$ cat src/hw/txmod_pkg.sv
// package: constants and carriers for the transmit modulation control block
package txmod_pkg;
	localparam int unsigned DIVISOR_W = 16;
	localparam int unsigned DEV_W = 14;
	localparam int unsigned POWER_W = 5;
	localparam int unsigned TRIM_W = 4;
	localparam int unsigned SHAPE_W = 2;
	localparam int unsigned RAMP_W = 4;
	localparam int unsigned STEP_FRAC_BITS = 19;
	localparam int unsigned DEV_PRODUCT_W = DEV_W + 32;
	localparam logic [7:0] BASE_SINGLE_DBM = 8'hee;
	localparam logic [7:0] BASE_COMBINED_DBM = 8'hf2;
	localparam logic [7:0] CURRENT_BASE_MA = 8'h2d;
	localparam logic [7:0] CURRENT_STEP_MA = 8'h05;
	localparam logic [DIVISOR_W-1:0] DIVISOR_RESET = 16'h1a0b;
	localparam logic [DIVISOR_W-1:0] DIVISOR_MIN = 16'h0002;
	localparam logic [RAMP_W-1:0] RAMP_FULL = 4'hf;
	localparam logic [SHAPE_W-1:0] SHAPE_NONE = 2'h0;
	localparam logic [SHAPE_W-1:0] SHAPE_BT1 = 2'h1;
	localparam logic [SHAPE_W-1:0] SHAPE_BT05 = 2'h2;
	localparam logic [SHAPE_W-1:0] SHAPE_BT03 = 2'h3;
	localparam logic [2:0] GAUSS_OFF = 3'h0;
	localparam logic [2:0] GAUSS_BT1 = 3'h1;
	localparam logic [2:0] GAUSS_BT05 = 3'h2;
	localparam logic [2:0] GAUSS_BT03 = 3'h4;
	localparam logic [2:0] ENABLES_RFPIN = 3'h4;
	localparam logic [2:0] ENABLES_BOOST_A = 3'h2;
	localparam logic [2:0] ENABLES_BOOST_AB = 3'h3;

	typedef enum logic [1:0] {
		TXMOD_FSK,
		TXMOD_OOK
	} txmod_mod_t;

	typedef enum logic [2:0] {
		TXMOD_PATH_NONE,
		TXMOD_PATH_RFPIN,
		TXMOD_PATH_BOOST_A,
		TXMOD_PATH_BOOST_AB
	} txmod_path_t;

	typedef struct packed {
		logic rfpin_amp_enable;
		logic boost_amp_a_enable;
		logic boost_amp_b_enable;
		logic [POWER_W-1:0] power_field;
	} txmod_amp_level_t;

	typedef struct packed {
		logic tx_enable;
		logic continuous_mode;
		txmod_mod_t modulation;
		logic [SHAPE_W-1:0] shaping_select;
		logic [DIVISOR_W-1:0] bit_period_divisor;
		logic [DEV_W-1:0] deviation_field;
		logic [TRIM_W-1:0] current_limit_trim;
		txmod_amp_level_t amp_level;
	} txmod_cfg_t;

	typedef struct packed {
		logic rfpin_amplifier;
		logic boost_amplifier_a;
		logic boost_amplifier_b;
		logic [RAMP_W-1:0] amp_bias;
		logic signed [7:0] power_dbm;
		logic [7:0] current_limit_ma;
	} txmod_amp_out_t;
endpackage : txmod_pkg

$ cat src/hw/txmod_bit_timer.sv
// module: bit period divider producing one pulse per transmit bit
`timescale 1ns/1ns
module txmod_bit_timer
	import txmod_pkg::*;
#(
	parameter int unsigned WIDTH = DIVISOR_W
) (
	input wire logic clock_i,
	input wire logic reset_i,
	input wire logic run_i,
	input wire logic [WIDTH-1:0] divisor_i,
	output logic tick_o
);
	typedef struct packed {
		logic [WIDTH-1:0] count;
		logic tick;
	} txmod_timer_state_t;

	txmod_timer_state_t state_reg;
	txmod_timer_state_t state_next;
	logic [WIDTH-1:0] limit;

	////////////////////////////////////////////////////////////////////////////
	always_comb begin
		state_next = state_reg;
		state_next.tick = 1'b0;
		// a divisor below two would leave no room between pulses
		limit = (divisor_i < WIDTH'(DIVISOR_MIN)) ? WIDTH'(DIVISOR_MIN) : divisor_i;
		if (!run_i) begin
			state_next.count = '0;
		end else if (state_reg.count >= limit - 1'b1) begin
			state_next.count = '0;
			state_next.tick = 1'b1;
		end else begin
			state_next.count = state_reg.count + 1'b1;
		end
	end

	always_ff @(posedge clock_i or posedge reset_i) begin
		if (reset_i) begin
			state_reg <= '0;
		end else begin
			state_reg <= state_next;
		end
	end

	assign tick_o = state_reg.tick;
endmodule : txmod_bit_timer

$ cat src/hw/txmod_ctrl.sv
// module: transmit modulation control, bit timing, shaping and amplifier paths
//
// Contract
// - continuous unshaped mode: data pin taken asynchronously
// - shaped continuous mode: drive bit clock, data follows
// - bit period is oscillator clock over divisor; divisors below 2 are taken as 2
// - deviation equals step times deviation field
// - ook: amplifier on for one, off zero
// - fsk shaping selects gaussian bt 0.3/0.5/1
// - one bit clock event per needed bit
// - ook shaping ramps amplifier bias gradually
// - decode amplifier enables into three paths
// - power is -18 or -14 dBm plus field
// - current limit is 45 plus 5 times trim
// - synth step is oscillator over two^19
`timescale 1ns/1ns
module txmod_ctrl
	import txmod_pkg::*;
#(
	parameter int unsigned DIV_W = DIVISOR_W
) (
	input wire logic clock_i,
	input wire logic reset_i,
	input wire txmod_cfg_t cfg_i,
	input wire logic tx_data_pin_i,
	output logic tx_bit_clock_pin_o,
	output logic tx_bit_o,
	output logic [2:0] gauss_bt_o,
	output logic [DEV_W-1:0] deviation_steps_o,
	output logic [STEP_FRAC_BITS-1:0] step_frac_o,
	output logic modulation_bit_o,
	output txmod_amp_out_t amp_o,
	output txmod_path_t path_o
);
	typedef struct packed {
		logic bit_clock;
		logic tx_bit;
		logic [2:0] gauss_bt;
		logic [DEV_W-1:0] deviation_steps;
		logic [STEP_FRAC_BITS-1:0] step_frac;
		logic mod_bit;
		txmod_amp_out_t amp;
		txmod_path_t path;
	} txmod_state_t;

	txmod_state_t state_reg;
	txmod_state_t state_next;
	logic shaped;
	logic timed;
	logic bit_tick;
	logic want_on;
	logic [7:0] trim_product;
	logic [2:0] amp_enables;

	////////////////////////////////////////////////////////////////////////////
	// bit timing runs when enabled, outside continuous mode or in shaped continuous mode
	assign shaped = (cfg_i.shaping_select != SHAPE_NONE) && (cfg_i.modulation == TXMOD_FSK);
	assign timed = cfg_i.tx_enable && (!cfg_i.continuous_mode || shaped);

	txmod_bit_timer #(
		.WIDTH(DIV_W)
	) bit_timer (
		.clock_i(clock_i),
		.reset_i(reset_i),
		.run_i(timed),
		.divisor_i(cfg_i.bit_period_divisor),
		.tick_o(bit_tick)
	);

	assign trim_product = CURRENT_STEP_MA * {4'h0, cfg_i.current_limit_trim};
	// enable bits in the order rfpin, boost a, boost b
	assign amp_enables = {cfg_i.amp_level.rfpin_amp_enable,
		cfg_i.amp_level.boost_amp_a_enable,
		cfg_i.amp_level.boost_amp_b_enable};

	////////////////////////////////////////////////////////////////////////////
	always_comb begin
		state_next = state_reg;
		state_next.bit_clock = 1'b0;
		// data source selection
		if (cfg_i.continuous_mode && shaped) begin
			// latch the pin once per bit; the host sets it up after the clock pulse
			if (bit_tick) begin
				state_next.bit_clock = 1'b1;
				state_next.tx_bit = tx_data_pin_i;
			end
		end else if (cfg_i.continuous_mode) begin
			state_next.tx_bit = tx_data_pin_i;
		end else if (bit_tick) begin
			state_next.tx_bit = tx_data_pin_i;
		end
		// gaussian filter choice for the shaping stage ahead of the modulator
		case (cfg_i.shaping_select)
			SHAPE_BT1: begin
				state_next.gauss_bt = GAUSS_BT1;
			end
			SHAPE_BT05: begin
				state_next.gauss_bt = GAUSS_BT05;
			end
			SHAPE_BT03: begin
				state_next.gauss_bt = GAUSS_BT03;
			end
			default: begin
				state_next.gauss_bt = GAUSS_OFF;
			end
		endcase
		// the filter belongs to fsk only; ook reads the setting as a ramp
		if (cfg_i.modulation != TXMOD_FSK) begin
			state_next.gauss_bt = GAUSS_OFF;
		end
		// deviation in synth steps; step is osc over 2^19, kept as fraction bits
		state_next.deviation_steps = cfg_i.deviation_field;
		state_next.step_frac = STEP_FRAC_BITS'(1);
		state_next.mod_bit = (cfg_i.modulation == TXMOD_FSK) ? state_reg.tx_bit : 1'b0;
		// amplifier path decode
		case (amp_enables)
			ENABLES_RFPIN: begin
				state_next.path = TXMOD_PATH_RFPIN;
			end
			ENABLES_BOOST_A: begin
				state_next.path = TXMOD_PATH_BOOST_A;
			end
			ENABLES_BOOST_AB: begin
				state_next.path = TXMOD_PATH_BOOST_AB;
			end
			default: begin
				// reserved codes drive nothing rather than a mix of paths
				state_next.path = TXMOD_PATH_NONE;
			end
		endcase
		// the combined boost path starts from a higher floor
		case (state_next.path)
			TXMOD_PATH_BOOST_AB: begin
				state_next.amp.power_dbm =
					BASE_COMBINED_DBM + {3'h0, cfg_i.amp_level.power_field};
			end
			default: begin
				state_next.amp.power_dbm =
					BASE_SINGLE_DBM + {3'h0, cfg_i.amp_level.power_field};
			end
		endcase
		state_next.amp.current_limit_ma = CURRENT_BASE_MA + trim_product;
		// keying: ook gates the amplifier by the data bit
		want_on = cfg_i.tx_enable && (state_next.path != TXMOD_PATH_NONE);
		if (cfg_i.modulation == TXMOD_OOK) begin
			want_on = want_on && state_reg.tx_bit;
		end
		if (cfg_i.modulation == TXMOD_OOK && cfg_i.shaping_select != SHAPE_NONE) begin
			// ramp one step a clock; trades edge speed for less splatter
			if (want_on && state_reg.amp.amp_bias != RAMP_FULL) begin
				state_next.amp.amp_bias = state_reg.amp.amp_bias + 1'b1;
			end else if (!want_on && state_reg.amp.amp_bias != '0) begin
				state_next.amp.amp_bias = state_reg.amp.amp_bias - 1'b1;
			end
		end else begin
			state_next.amp.amp_bias = want_on ? RAMP_FULL : '0;
		end
		// path enables stay on while bias is nonzero so a ramp can finish
		state_next.amp.rfpin_amplifier = 1'b0;
		state_next.amp.boost_amplifier_a = 1'b0;
		state_next.amp.boost_amplifier_b = 1'b0;
		if (state_next.amp.amp_bias != '0) begin
			case (state_next.path)
				TXMOD_PATH_RFPIN: begin
					state_next.amp.rfpin_amplifier = 1'b1;
				end
				TXMOD_PATH_BOOST_A: begin
					state_next.amp.boost_amplifier_a = 1'b1;
				end
				TXMOD_PATH_BOOST_AB: begin
					state_next.amp.boost_amplifier_a = 1'b1;
					state_next.amp.boost_amplifier_b = 1'b1;
				end
				default: begin
					// reserved codes leave every amplifier off
					state_next.amp.rfpin_amplifier = 1'b0;
				end
			endcase
		end
	end

	always_ff @(posedge clock_i or posedge reset_i) begin
		if (reset_i) begin
			state_reg <= '0;
		end else begin
			state_reg <= state_next;
		end
	end

	assign tx_bit_clock_pin_o = state_reg.bit_clock;
	assign tx_bit_o = state_reg.tx_bit;
	assign gauss_bt_o = state_reg.gauss_bt;
	assign deviation_steps_o = state_reg.deviation_steps;
	assign step_frac_o = state_reg.step_frac;
	assign modulation_bit_o = state_reg.mod_bit;
	assign amp_o = state_reg.amp;
	assign path_o = state_reg.path;
endmodule : txmod_ctrl

$ cat config.mk
export PLATFORM = sky130hd
export DESIGN_NAME = txmod_ctrl
export DESIGN_NICKNAME = d
export VERILOG_FILES = /design/src/hw/txmod_pkg.sv /design/src/hw/txmod_bit_timer.sv /design/src/hw/txmod_ctrl.sv
export SDC_FILE = /design/constraint.sdc
export NUM_CORES = 1
export LEC_CHECK = 0
export ABC_AREA = 1
export BUFFER_PORTS_ARGS = -buffer_cell sky130_fd_sc_hd__buf_4
export CAP_MARGIN = 20
export CORE_MARGIN = 10
export CORE_UTILIZATION = 30
export DETAILED_ROUTE_END_ITERATION = 6
export PLACE_DENSITY_LB_ADDON = 0.15
export SKIP_CTS_REPAIR_TIMING = 1
export SYNTH_ARGS = -nofsm -noshare
export SYNTH_HDL_FRONTEND = slang
export SYNTH_SLANG_ARGS = --single-unit
$ cat constraint.sdc
create_clock -name clock_i -period 2.7 [get_ports clock_i]
set_clock_uncertainty 0.05 [all_clocks]
set_input_delay 0.27 -clock clock_i [delete_from_list [all_inputs] [get_ports clock_i]]
set_output_delay 0.27 -clock clock_i [all_outputs]
set_load 0.02 [all_outputs]
-- Word level (Yosys, flattened, before mapping)
Cells that the tools add are included.
- eq/ne operators: 12
- reduce and logical (&&, ||, !) cells: 20
- $add $sub $neg: 7
- $lt $le $gt $ge: 2
- mux-type cells: 24
- $mul: 1
- operator list (cell ; count):
    $mux W16 ; 3
    $add A16 B1 Y16 const B ; 1
    $ge A16 B16 Y1 ; 1
    $lt A16 B2 Y1 const B ; 1
    $mux W4 ; 4
    $sub A16 B1 Y16 const B ; 1
    $eq A3 B2 Y1 const B ; 4
    $mux W1 ; 11
    $pmux W3 S3 ; 1
    $add A6 B7 Y8 const A ; 1
    $logic_and A1 B1 Y1 ; 8
    $mux W8 ; 1
    $reduce_bool A4 Y1 ; 2
    $add A5 B6 Y7 const A ; 1
    $add A6 B6 Y7 const A ; 1
    $mul A3 B4 Y7 const A ; 1
    $mux W3 ; 2
    $pmux W2 S3 ; 1
    $reduce_bool A2 Y1 ; 3
    $add A4 B1 Y4 const B ; 1
    $eq A2 B1 Y1 const B ; 2
    $eq A2 B2 Y1 const B ; 2
    $ne A4 B4 Y1 const B ; 1
    $sub A4 B1 Y4 const B ; 1
    10 further kinds ; 11
- word-level logic and storage cells: 81
- bits in registers: 64
- input port bits: 51
- output and inout port bits: 65

-- Logic depth before layout (Yosys ltp)
Gate-level depths: netlist of run 1.
- depth after elaboration: 13
- depth in mapped cells: 20
- mapped depth without buffers: 20

-- Hierarchy
From an unflattened synthesis of run 1, not the netlist that was laid out.
- cell total of the unflattened synthesis: 445
- area total of the unflattened synthesis: 3786.1 µm²
- modules (own cells, without submodules) (module ; area each (µm²) ; times used ; seq. area each (µm²) ; cells an instance):
    txmod_ctrl ; 2110.8 ; 1 ; 1126.1 ; 195
    txmod_bit_timer ; 1675.4 ; 1 ; 425.4 ; 250

-- Worst setup path after synthesis of run 1
No wires, ideal clock.
- path kind: input to register
- from: input port cfg_i[29] (netlist bit)
- to: register bit_timer.state_reg[10] (netlist bit)
- setup slack: -150 ps
- library setup time: 120 ps
- stages: 17
- buffers on the path: 1
- arrival: 2680 ps
- data required time: 2530 ps
- path through: or2_1 -> nor2_2 -> nand3_2 -> nand2_1 -> ha_1 -> inv_1 -> nor2_1 -> nand2_1 -> nor3_1 -> xnor2_1 -> ha_1 -> nand2_1 -> nor3_1 -> nand3_1 -> nand3_1 -> buf_2 -> nor2_1
- RTL lines (what ; RTL line ; source):
    start: declaration ; txmod_ctrl.sv:24 ; input wire txmod_cfg_t cfg_i,
    end signal: assignment ; txmod_bit_timer.sv:43 ; state_reg <= state_next;
    end: declaration ; txmod_bit_timer.sv:19 ; txmod_timer_state_t state_reg;

==> results of run 1 <==
worst max path at each step:
stage	startpoint	endpoint	cells after the start
6_report	cfg_i[29]	bit_timer.state_reg[6]	18
5_1_grt	cfg_i[35]	bit_timer.state_reg[6]	19
3_5_place_dp	cfg_i[35]	bit_timer.tick_o	20
2_1_floorplan	cfg_i[29]	bit_timer.state_reg[10]	17
4_1_cts	cfg_i[35]	bit_timer.tick_o	20
3_3_place_gp	cfg_i[35]	bit_timer.tick_o	20
layer usage:
metal / share of wire / track usage / vias to the layer above
li1: - / - / 1629
met5: 0 / 0 / -
met2: 0.46 / 0.1644 / 107
met1: 0.41 / 0.1283 / 1428
met4: 0.016 / 0.03836 / 0
met3: 0.11 / 0.06045 / 12
area by class of cell:
cell class | count | area share
repair buffers | 143 | 0.2153
multi-input cells | 299 | 0.3468
inverters | 60 | 0.04317
clock buffers | 10 | 0.04580
well taps | 147 | 0.03525
flip-flops and latches | 62 | 0.2974
clock inverters | 6 | 0.01631
metrics by stage:
step | hold slack [ns] | instances | worst slack [ns]
floorplan | 0.2514 | 443 | 0.01999
global placement | 0.3293 | 696 | -0.1934
detailed placement | 0.3306 | 696 | -0.2174
CTS | -0.01296 | 712 | 0.08551
global route | 0.02572 | 727 | -0.02126
finish | -0.03626 | 727 | 0.1453
critical path, delay by kind of cell:
kind,cells,cell delay [ns]
XOR/XNOR,1,0.17
adder cells (fa/ha/maj),2,0.41
AND/OR/NAND/NOR,10,1.29
AO/OA/AOI/OAI,2,0.28
buffers and inverters,3,0.31
logic make-up after synthesis:
| family | after synthesis | synth area share |
|---|---|---|
| buf+inv | 82 | 0.1065 |
| other cells | 2 | 0.002063 |
| fa+ha+maj | 34 | 0.1210 |
| simple gates | 192 | 0.2440 |
| flops | 62 | 0.4261 |
| xor+xnor | 19 | 0.04570 |
| compound gates | 34 | 0.05464 |
placed cells by master, fill, tap and decap left out, types with 2 or more instances in the layout:
| cell type | Yosys | layout |
|---|---|---|
| a21oi_1 | 15 | 15 |
| nand2_2 | 4 | 5 |
| nand3_2 | 5 | 6 |
| buf_4 | 21 | 127 |
| dlygate4sd3_1 | 0 | 15 |
| dfrtp_1 | 62 | 62 |
| clkinvlp_4 | 0 | 2 |
| nand3b_1 | 2 | 2 |
| or2_1 | 2 | 2 |
| nand3_1 | 33 | 32 |
| ha_1 | 32 | 31 |
| fa_1 | 2 | 2 |
| inv_2 | 1 | 2 |
| nor2_1 | 49 | 45 |
| clkinv_2 | 0 | 2 |
| o21ai_0 | 8 | 8 |
| xnor2_1 | 5 | 5 |
| o21ai_1 | 3 | 3 |
| conb_1 | 2 | 20 |
| nand4_1 | 9 | 9 |
| nor3_1 | 13 | 11 |
| nor2_2 | 4 | 8 |
| clkbuf_16 | 0 | 9 |
| inv_1 | 59 | 58 |
| nor2_4 | 2 | 2 |
| nor3_2 | 1 | 3 |
| bufinv_16 | 0 | 2 |
| nand2_1 | 67 | 66 |
| xor2_1 | 14 | 14 |
report_power, final:
part / internal, W / switching, W / leakage (nW) / total, W
clock: 0.000828 / 0.000394 / 0.154 / 0.00122
combinational: 0.000247 / 0.000321 / 1.81 / 0.000569
sequential: 0.000991 / 0.0000286 / 0.785 / 0.00102
total: 0.00207 / 0.000744 / 2.75 / 0.00281
==> results.cfg, run 1 <==
[run_status]
status = finished, violations left
violations = negative hold slack

[layout]
fin_nets = 660
largest_reg_flops = 22
multi_input_area_sq_um = 1809
drive_gt1_frac = 0.3034
final_util = 0.4362
seq_area_sq_um = 1551
antenna_cells = 0
stdcell_area_sq_um = 5218
area_delta_synth_final_pct = 43.30
nFillCells = 1217

[synthesis]
synth.top_cells.by_count = 67 x nand2_1, 62 x dfrtp_1, 59 x inv_1, 49 x nor2_1, 33 x nand3_1
yosys_warnings = 0
synth-edff-count = 0
async_flop_share = 1.000
syn_area_sq_um = 3641
ys.flop_type = dfrtp_1
syn_avg_cell_area_sq_um = 8.567
yosysTopAreaCell = dfrtp_1
yosysSeqAreaShare = 0.4261
yosys.area.top_type_share = 0.4261
ys_ff_latch = 62
yosysMostFrequentCell = nand2_1
syn_inst = 425
synth_area_leaders = dfrtp_1 43%, ha_1 11%, nand2_1 6.9%
ys_types = 34

[sta]
finalSetupViolations = 0
setup_tns_ns = 0
slew_violations = 0
hold_violations = 26
tightest_slew_ns = 0.7872
max_freq_mhz = 391.4
slew_headroom = 0.4722
hold_ws_ns = -0.03626
fin_crit_sh = 0.9462
fin_crit_ns = 2.555

[clocking]
clk_path_buf_depth = 2
cts_htree_levels = 3
numCtsBuffers = 9
clk-insertion-delay-late_ns = 0.32
cts-root-buf = clkbuf_16
cts_tree = done
numClockSinks = 62
clk_pin_slew_ns = 0.05

[die]
rows = 40
die_x_um = 130.2
die_h_um = 130.2
start_util = 0.3044
core_sq_um = 11960
dieArea_sq_um = 16940
ios = 116

[power]
power_density_nw_per_um2 = 538.6
total_leakage_power_nw = 2.748
finalPower_w = 0.002810
ir_drop_mv = 0.4347

[route]
via_count = 3176
drtIter0Drc = 105
routed_wl_um = 9340
drt-vias-per-instance = 4.369
wl_per_cell_um = 12.85
drc = 0
first_pass_iters = 4
ant_nets = 0

[critical_path]
crit_type = primary input to flip-flop
crit-reg2reg-launch = bit_timer.state_reg[4]
rr_endpoint = bit_timer.state_reg[6]
cp-start-kind = primary input
end_kind = flip-flop
path_cells = buf_4, or2_1, nor2_2, nand3_2, nand2_2, ha_4, inv_1, nor2_2, nand2_1, nor3_2, xnor2_1, ha_1, nand2_1, o21ai_0, a21oi_1, nand3_2, buf_12, nor3_1
critPathArrivalTime_ns = 2.74
ff2ff_setup_slack_ns = 0.94
critPathRequiredTime_ns = 2.89
cpMaxStageDelayCell = ha_1
r2r_cells = 9
cp_max_fo = 17
max_stage_delay_ns = 0.26

[place]
hpwl_um = 7479
routabilityCongestion = 0.8055
post_dp_cell_area_sq_um = 4716
port_buffers = 96

[global_route]
grt_pass1_vias = 3194
track_usage = 0.1092
overflow = 0
antenna_found_initial = 0
grt_pass1_wl_um = 14830
grt_max_degree = 29

[job]
cap_violations = 0

[worst_hold_path]
hp-class = primary input to asynchronous set/reset pin
Power figures use the tool's default switching activity.
==> run 2: changes to the inputs <==
- clock period: 2.7 -> 2.5 ns (I/O delays scaled with it)
==> run 2 against run 1 <==
Net effect: the run still ends with negative hold slack left; clock power grew 9%; first-iteration DRC count shrank 21%; sequential power increased by 8%; non-clock buffer count is 6 higher; sequential share of layout area down 1.6 points; utilization up 2.4 points; hold slack gained 0.019 ns; cell count is 0.69% higher; combinational power rose by 11%; global-route usage up 0.23 points; total power up 8.8%; final area is 5.6% higher.
==> results.cfg, run 2 (synthesized netlist as in run 1, its figures left out) <==
[run_status]
status = finished, violations left
violations = negative hold slack

[place]
hpwl_um = 7507
place_inst = 698
routabilityCongestion = 0.8451
port_buffers = 96

[clocking]
numCtsBuffers = 9
cts_tree = done
clk_pin_slew_ns = 0.05
cts-root-buf = clkbuf_16
clk_path_buf_depth = 2
clk-insertion-delay-late_ns = 0.32
numClockSinks = 62
cts_htree_levels = 3

[route]
drc = 0
drtIter0Drc = 83
first_pass_iters = 4
drt-vias-per-instance = 4.417
ant_nets = 0
wl_per_cell_um = 13.25
via_count = 3233
routed_wl_um = 9698

[layout]
layout.cells.non_filler = 732
final_common_cell = buf_4
largest_reg_flops = 22
final_util = 0.4607
antenna_cells = 0
area_delta_synth_final_pct = 51.34
final_cell_mix = 128 x buf_4, 65 x nand2_1, 62 x dfrtp_1
drive_gt1_frac = 0.3573
fin_nets = 666

[global_route]
overflow = 0
use_met2 = 0.1781
antenna_found_initial = 0
grt_pass1_vias = 3308
track_usage = 0.1115
grt_busiest_layer = met2
grt_pass1_wl_um = 15150
use_met1 = 0.1285
met3_usage = 0.05030
grt_max_degree = 31

[critical_path]
end_kind = flip-flop
r2r_cells = 9
critPathArrivalTime_ns = 2.65
cp-start-kind = primary input
crit-reg2reg-launch = bit_timer.state_reg[4]
rr_endpoint = bit_timer.state_reg[12]
crit_path_end = bit_timer.state_reg[16]
ff2ff_setup_slack_ns = 0.64
crit_type = primary input to flip-flop
critPathRequiredTime_ns = 2.66
cp_max_fo = 8
crit_path_start = cfg_i[29]

[sta]
max_freq_mhz = 401.4
slew_violations = 0
fin_crit_ns = 2.491
slew_headroom = 0.5323
setup_tns_ns = 0
fin_crit_sh = 0.9965
hold_violations = 28
hold_ws_ns = -0.01688
rsz0062_at_grt = true
finalSetupViolations = 0
tightest_slew_ns = 0.6974

[die]
start_util = 0.3044
core_sq_um = 11960
dieArea_sq_um = 16940
die_x_um = 130.2
ios = 116
die_h_um = 130.2
rows = 40

[job]
cap_violations = 0

[power]
total_leakage_power_nw = 2.807
finalPower_w = 0.003058
ir_drop_mv = 0.3372
power_density_nw_per_um2 = 555.0

[worst_hold_path]
hp-class = primary input to asynchronous set/reset pin
run 2: changes by cell type in the layout (fill, tap and decap cells not counted), moves of 3 or more:
| cell | previous run | this run |
|---|---|---|
| nor2_1 | 45 | 27 |
| nor2_4 | 2 | 14 |
| nor2_2 | 8 | 14 |
| inv_1 | 58 | 55 |
| inv_2 | 2 | 5 |
| nand3_4 | 0 | 3 |
run 2: power breakdown:
part	internal [W]	leakage [nW]	switching, W
clock	0.000916	0.161	0.000410
combinational	0.000279	1.86	0.000354
sequential	0.00107	0.785	0.0000297
total	0.00226	2.81	0.000793
run 2: critical path, stage by stage:
cell and delay, ns:
buf_6 0.09, or2_4 0.25, nor2_4 0.11, nand3_4 0.13, nand2_4 0.09, ha_4 0.15
inv_2 0.04, nor2_4 0.09, nand4_1 0.10, xnor2_1 0.15, inv_1 0.06, ha_1 0.26
nand4_1 0.13, nor3_2 0.20, nand3_1 0.14, nand3_4 0.15, clkbuf_16 0.19, nor2_2 0.04
run 2: per-stage QoR:
stage	setup slack, ns	area (sq um)
2_1_floorplan	0.004404	3760
3_3_place_gp	-0.2513	4776
3_5_place_dp	-0.2886	4776
4_1_cts	0.04260	5099
5_1_grt	-0.1844	5510
6_report	0.008766	5510
run 2: worst min-delay path by stage:
stage	slack, ns	endpoint	cells past startpoint
2_1_floorplan	0.23	amp_o[8]	0
3_3_place_gp	0.31	deviation_steps_o[1]	1
3_5_place_dp	0.31	deviation_steps_o[3]	1
4_1_cts	-0.04	deviation_steps_o[0]	1
5_1_grt	0.04	deviation_steps_o[12]	2
6_report	-0.02	deviation_steps_o[12]	2
run 2: layout make-up:
| cell class | instances | area (sq um) |
|---|---|---|
| fill | 1150 | 6451 |
| multi-input combinational | 299 | 2003 |
| sequential | 62 | 1551 |
| timing repair buffer | 149 | 1224 |
| clock buffer | 11 | 252.7 |
| inverter | 60 | 225.2 |
| tap | 147 | 183.9 |
| clock inverter | 4 | 70.07 |
run 2: layer usage:
layer,up-vias,part of all wire
met3,11,0.092
met1,1495,0.41
li1,1642,-
met2,85,0.49
met4,0,0.013
met5,-,0
==> run 3: changes to the inputs <==
- CTS_CLUSTER_DIAMETER: default -> 150
- GPL_TIMING_DRIVEN: default -> 0
==> run 3 against run 2 <==
Net effect: the flow finishes with violations (negative setup slack); total power shrank 6.5%; first-iteration DRC count grew 59%; clock-buffer cell count up 2; hold slack gained 0.049 ns; sequential power hardly changed; maximum frequency decreased by 3.9%; setup slack worse by 0.10 ns; global-route usage fell by 0.14 points; cell count fell by 0.55%; largest power group unchanged.
==> results.cfg, run 3 (synthesized netlist as in run 1, its figures left out) <==
[sta]
max_freq_mhz = 385.6
fin_crit_sh = 1.037
finalSetupViolations = 17
tightest_slew_ns = 0.7927
fin_crit_ns = 2.594
setup_tns_ns = -1.419
slew_headroom = 0.4708
final.setup.worst_slack_ns = -0.09367
hold_violations = 0
slew_violations = 0
rsz0062_at_grt = true

[layout]
largest_reg_flops = 22
area_delta_synth_final_pct = 46.84
fin_nets = 663
antenna_cells = 0
nFillCells = 1194
final_cell_mix = 125 x buf_4, 65 x nand2_1, 62 x dfrtp_1
stdcell_area_sq_um = 5346
final_common_cell = buf_4
final_util = 0.4470
drive_gt1_frac = 0.3305

[power]
total_leakage_power_nw = 2.779
finalPower_w = 0.002860
power_density_nw_per_um2 = 534.9
ir_drop_mv = 0.4223

[route]
wl_per_cell_um = 13.06
routed_wl_um = 9511
via_count = 3223
drtIter0Drc = 132
drc = 0
ant_nets = 0
drt-vias-per-instance = 4.427
first_pass_iters = 4

[critical_path]
critPathArrivalTime_ns = 2.79
max_stage_delay_ns = 0.28
cp-start-kind = primary input
end_kind = flip-flop
cp_max_fo = 5
critPathRequiredTime_ns = 2.70
cpMaxStageDelayCell = ha_1
crit_type = primary input to flip-flop
path_cells = buf_8, or2_4, nor2_4, nand3_4, nand2_4, ha_4, nand3_1, nor2_1, xor2_1, inv_1, ha_1, nand4_1, buf_4, inv_2, a21oi_4, nand3_4, buf_4, nor3_2

[die]
die_x_um = 130.2
rows = 40
core_sq_um = 11960
die_h_um = 130.2
ios = 116
start_util = 0.3044
dieArea_sq_um = 16940

[clocking]
clk_pin_slew_ns = 0.05
cts_tree = done
clk-insertion-delay-late_ns = 0.33
numClockSinks = 62
clk_path_buf_depth = 2
cts_htree_levels = 3
cts-root-buf = clkbuf_16
numCtsBuffers = 9

[global_route]
track_usage = 0.1101
overflow = 0
grt_pass1_vias = 3176
grt_pass1_wl_um = 14880
grt_max_degree = 38
antenna_found_initial = 0

[run_status]
status = finished, violations left
violations = negative setup slack

[place]
post_dp_cell_area_sq_um = 4684
pre_cts_ws_ns = -0.5576
port_buffers = 96
hpwl_um = 7478
routabilityCongestion = 0.7485

[worst_hold_path]
hp-class = primary input to asynchronous set/reset pin

[job]
cap_violations = 0
==> run 3: cell types whose count changed in the layout (fill, tap and decap cells not counted), moves of 2 or more <==
cell and delta:
nor2_1 +11, nor2_2 -6, nor2_4 -5, buf_4 -3
buf_8 +2, bufinv_16 -2, nor3_2 +2, nor3_4 -2
==> run 3: report_power, final <==
part           total, W  internal [W]  switching [W]
Sequential      0.00110       0.00107      0.0000306
Clock           0.00113      0.000737       0.000395
Combinational  0.000626      0.000276       0.000350
==> run 3: final timing paths <==
| kind | startpoint | endpoint | slack (ns) | cells past startpoint |
|---|---|---|---|---|
| max in group asynchronous | reset_i | bit_timer.state_reg[13] | 1.75 | 3 |
| hold reg to reg | bit_timer.tick_o | tx_bit_clock_pin_o | 0.46 | 2 |
| setup / recovery | cfg_i[28] | bit_timer.state_reg[7] | -0.09 | 18 |
| hold / removal | reset_i | deviation_steps_o[12] | 0.03 | 2 |
| min in group clock_i | cfg_i[43] | gauss_bt_o[0] | 0.05 | 2 |
| setup reg to reg | bit_timer.state_reg[14] | bit_timer.state_reg[7] | 0.65 | 7 |
==> run 3: critical path, delay by kind of cell <==
kind            cells  cell delay (ns)
xor+xnor            1             0.17
compound gates      1             0.16
buf+inv             5             0.51
simple gates        9             1.27
fa+ha+maj           2             0.44
==> run 3: cell type report <==
cell class	instances	area (sq um)	share of cell area
well taps	147	183.9	0.03440
clock buffers	13	270.3	0.05055
clock inverters	1	5.005	0.0009361
flip-flops and latches	62	1551	0.2902
multi-input cells	299	1913	0.3578
repair buffers	124	1022	0.1912
inverters	60	227.7	0.04259
plain buffers	22	172.7	0.03230
==> run 3: metrics by stage <==
stage	hold WS [ns]	std cells
global placement	0.3091	686
finish	0.03202	728
detailed placement	0.3103	687
global route	0.03868	728
CTS	-0.03421	701
floorplan	0.2314	443
==> run 3: metal layers <==
metal / track usage / vias up / routed length [um]
li1: - / 1638 / -
met5: 0 / - / 0
met1: 0.1233 / 1492 / 3783
met4: 0.04563 / 0 / 157
met3: 0.05558 / 12 / 920
met2: 0.1739 / 81 / 4649
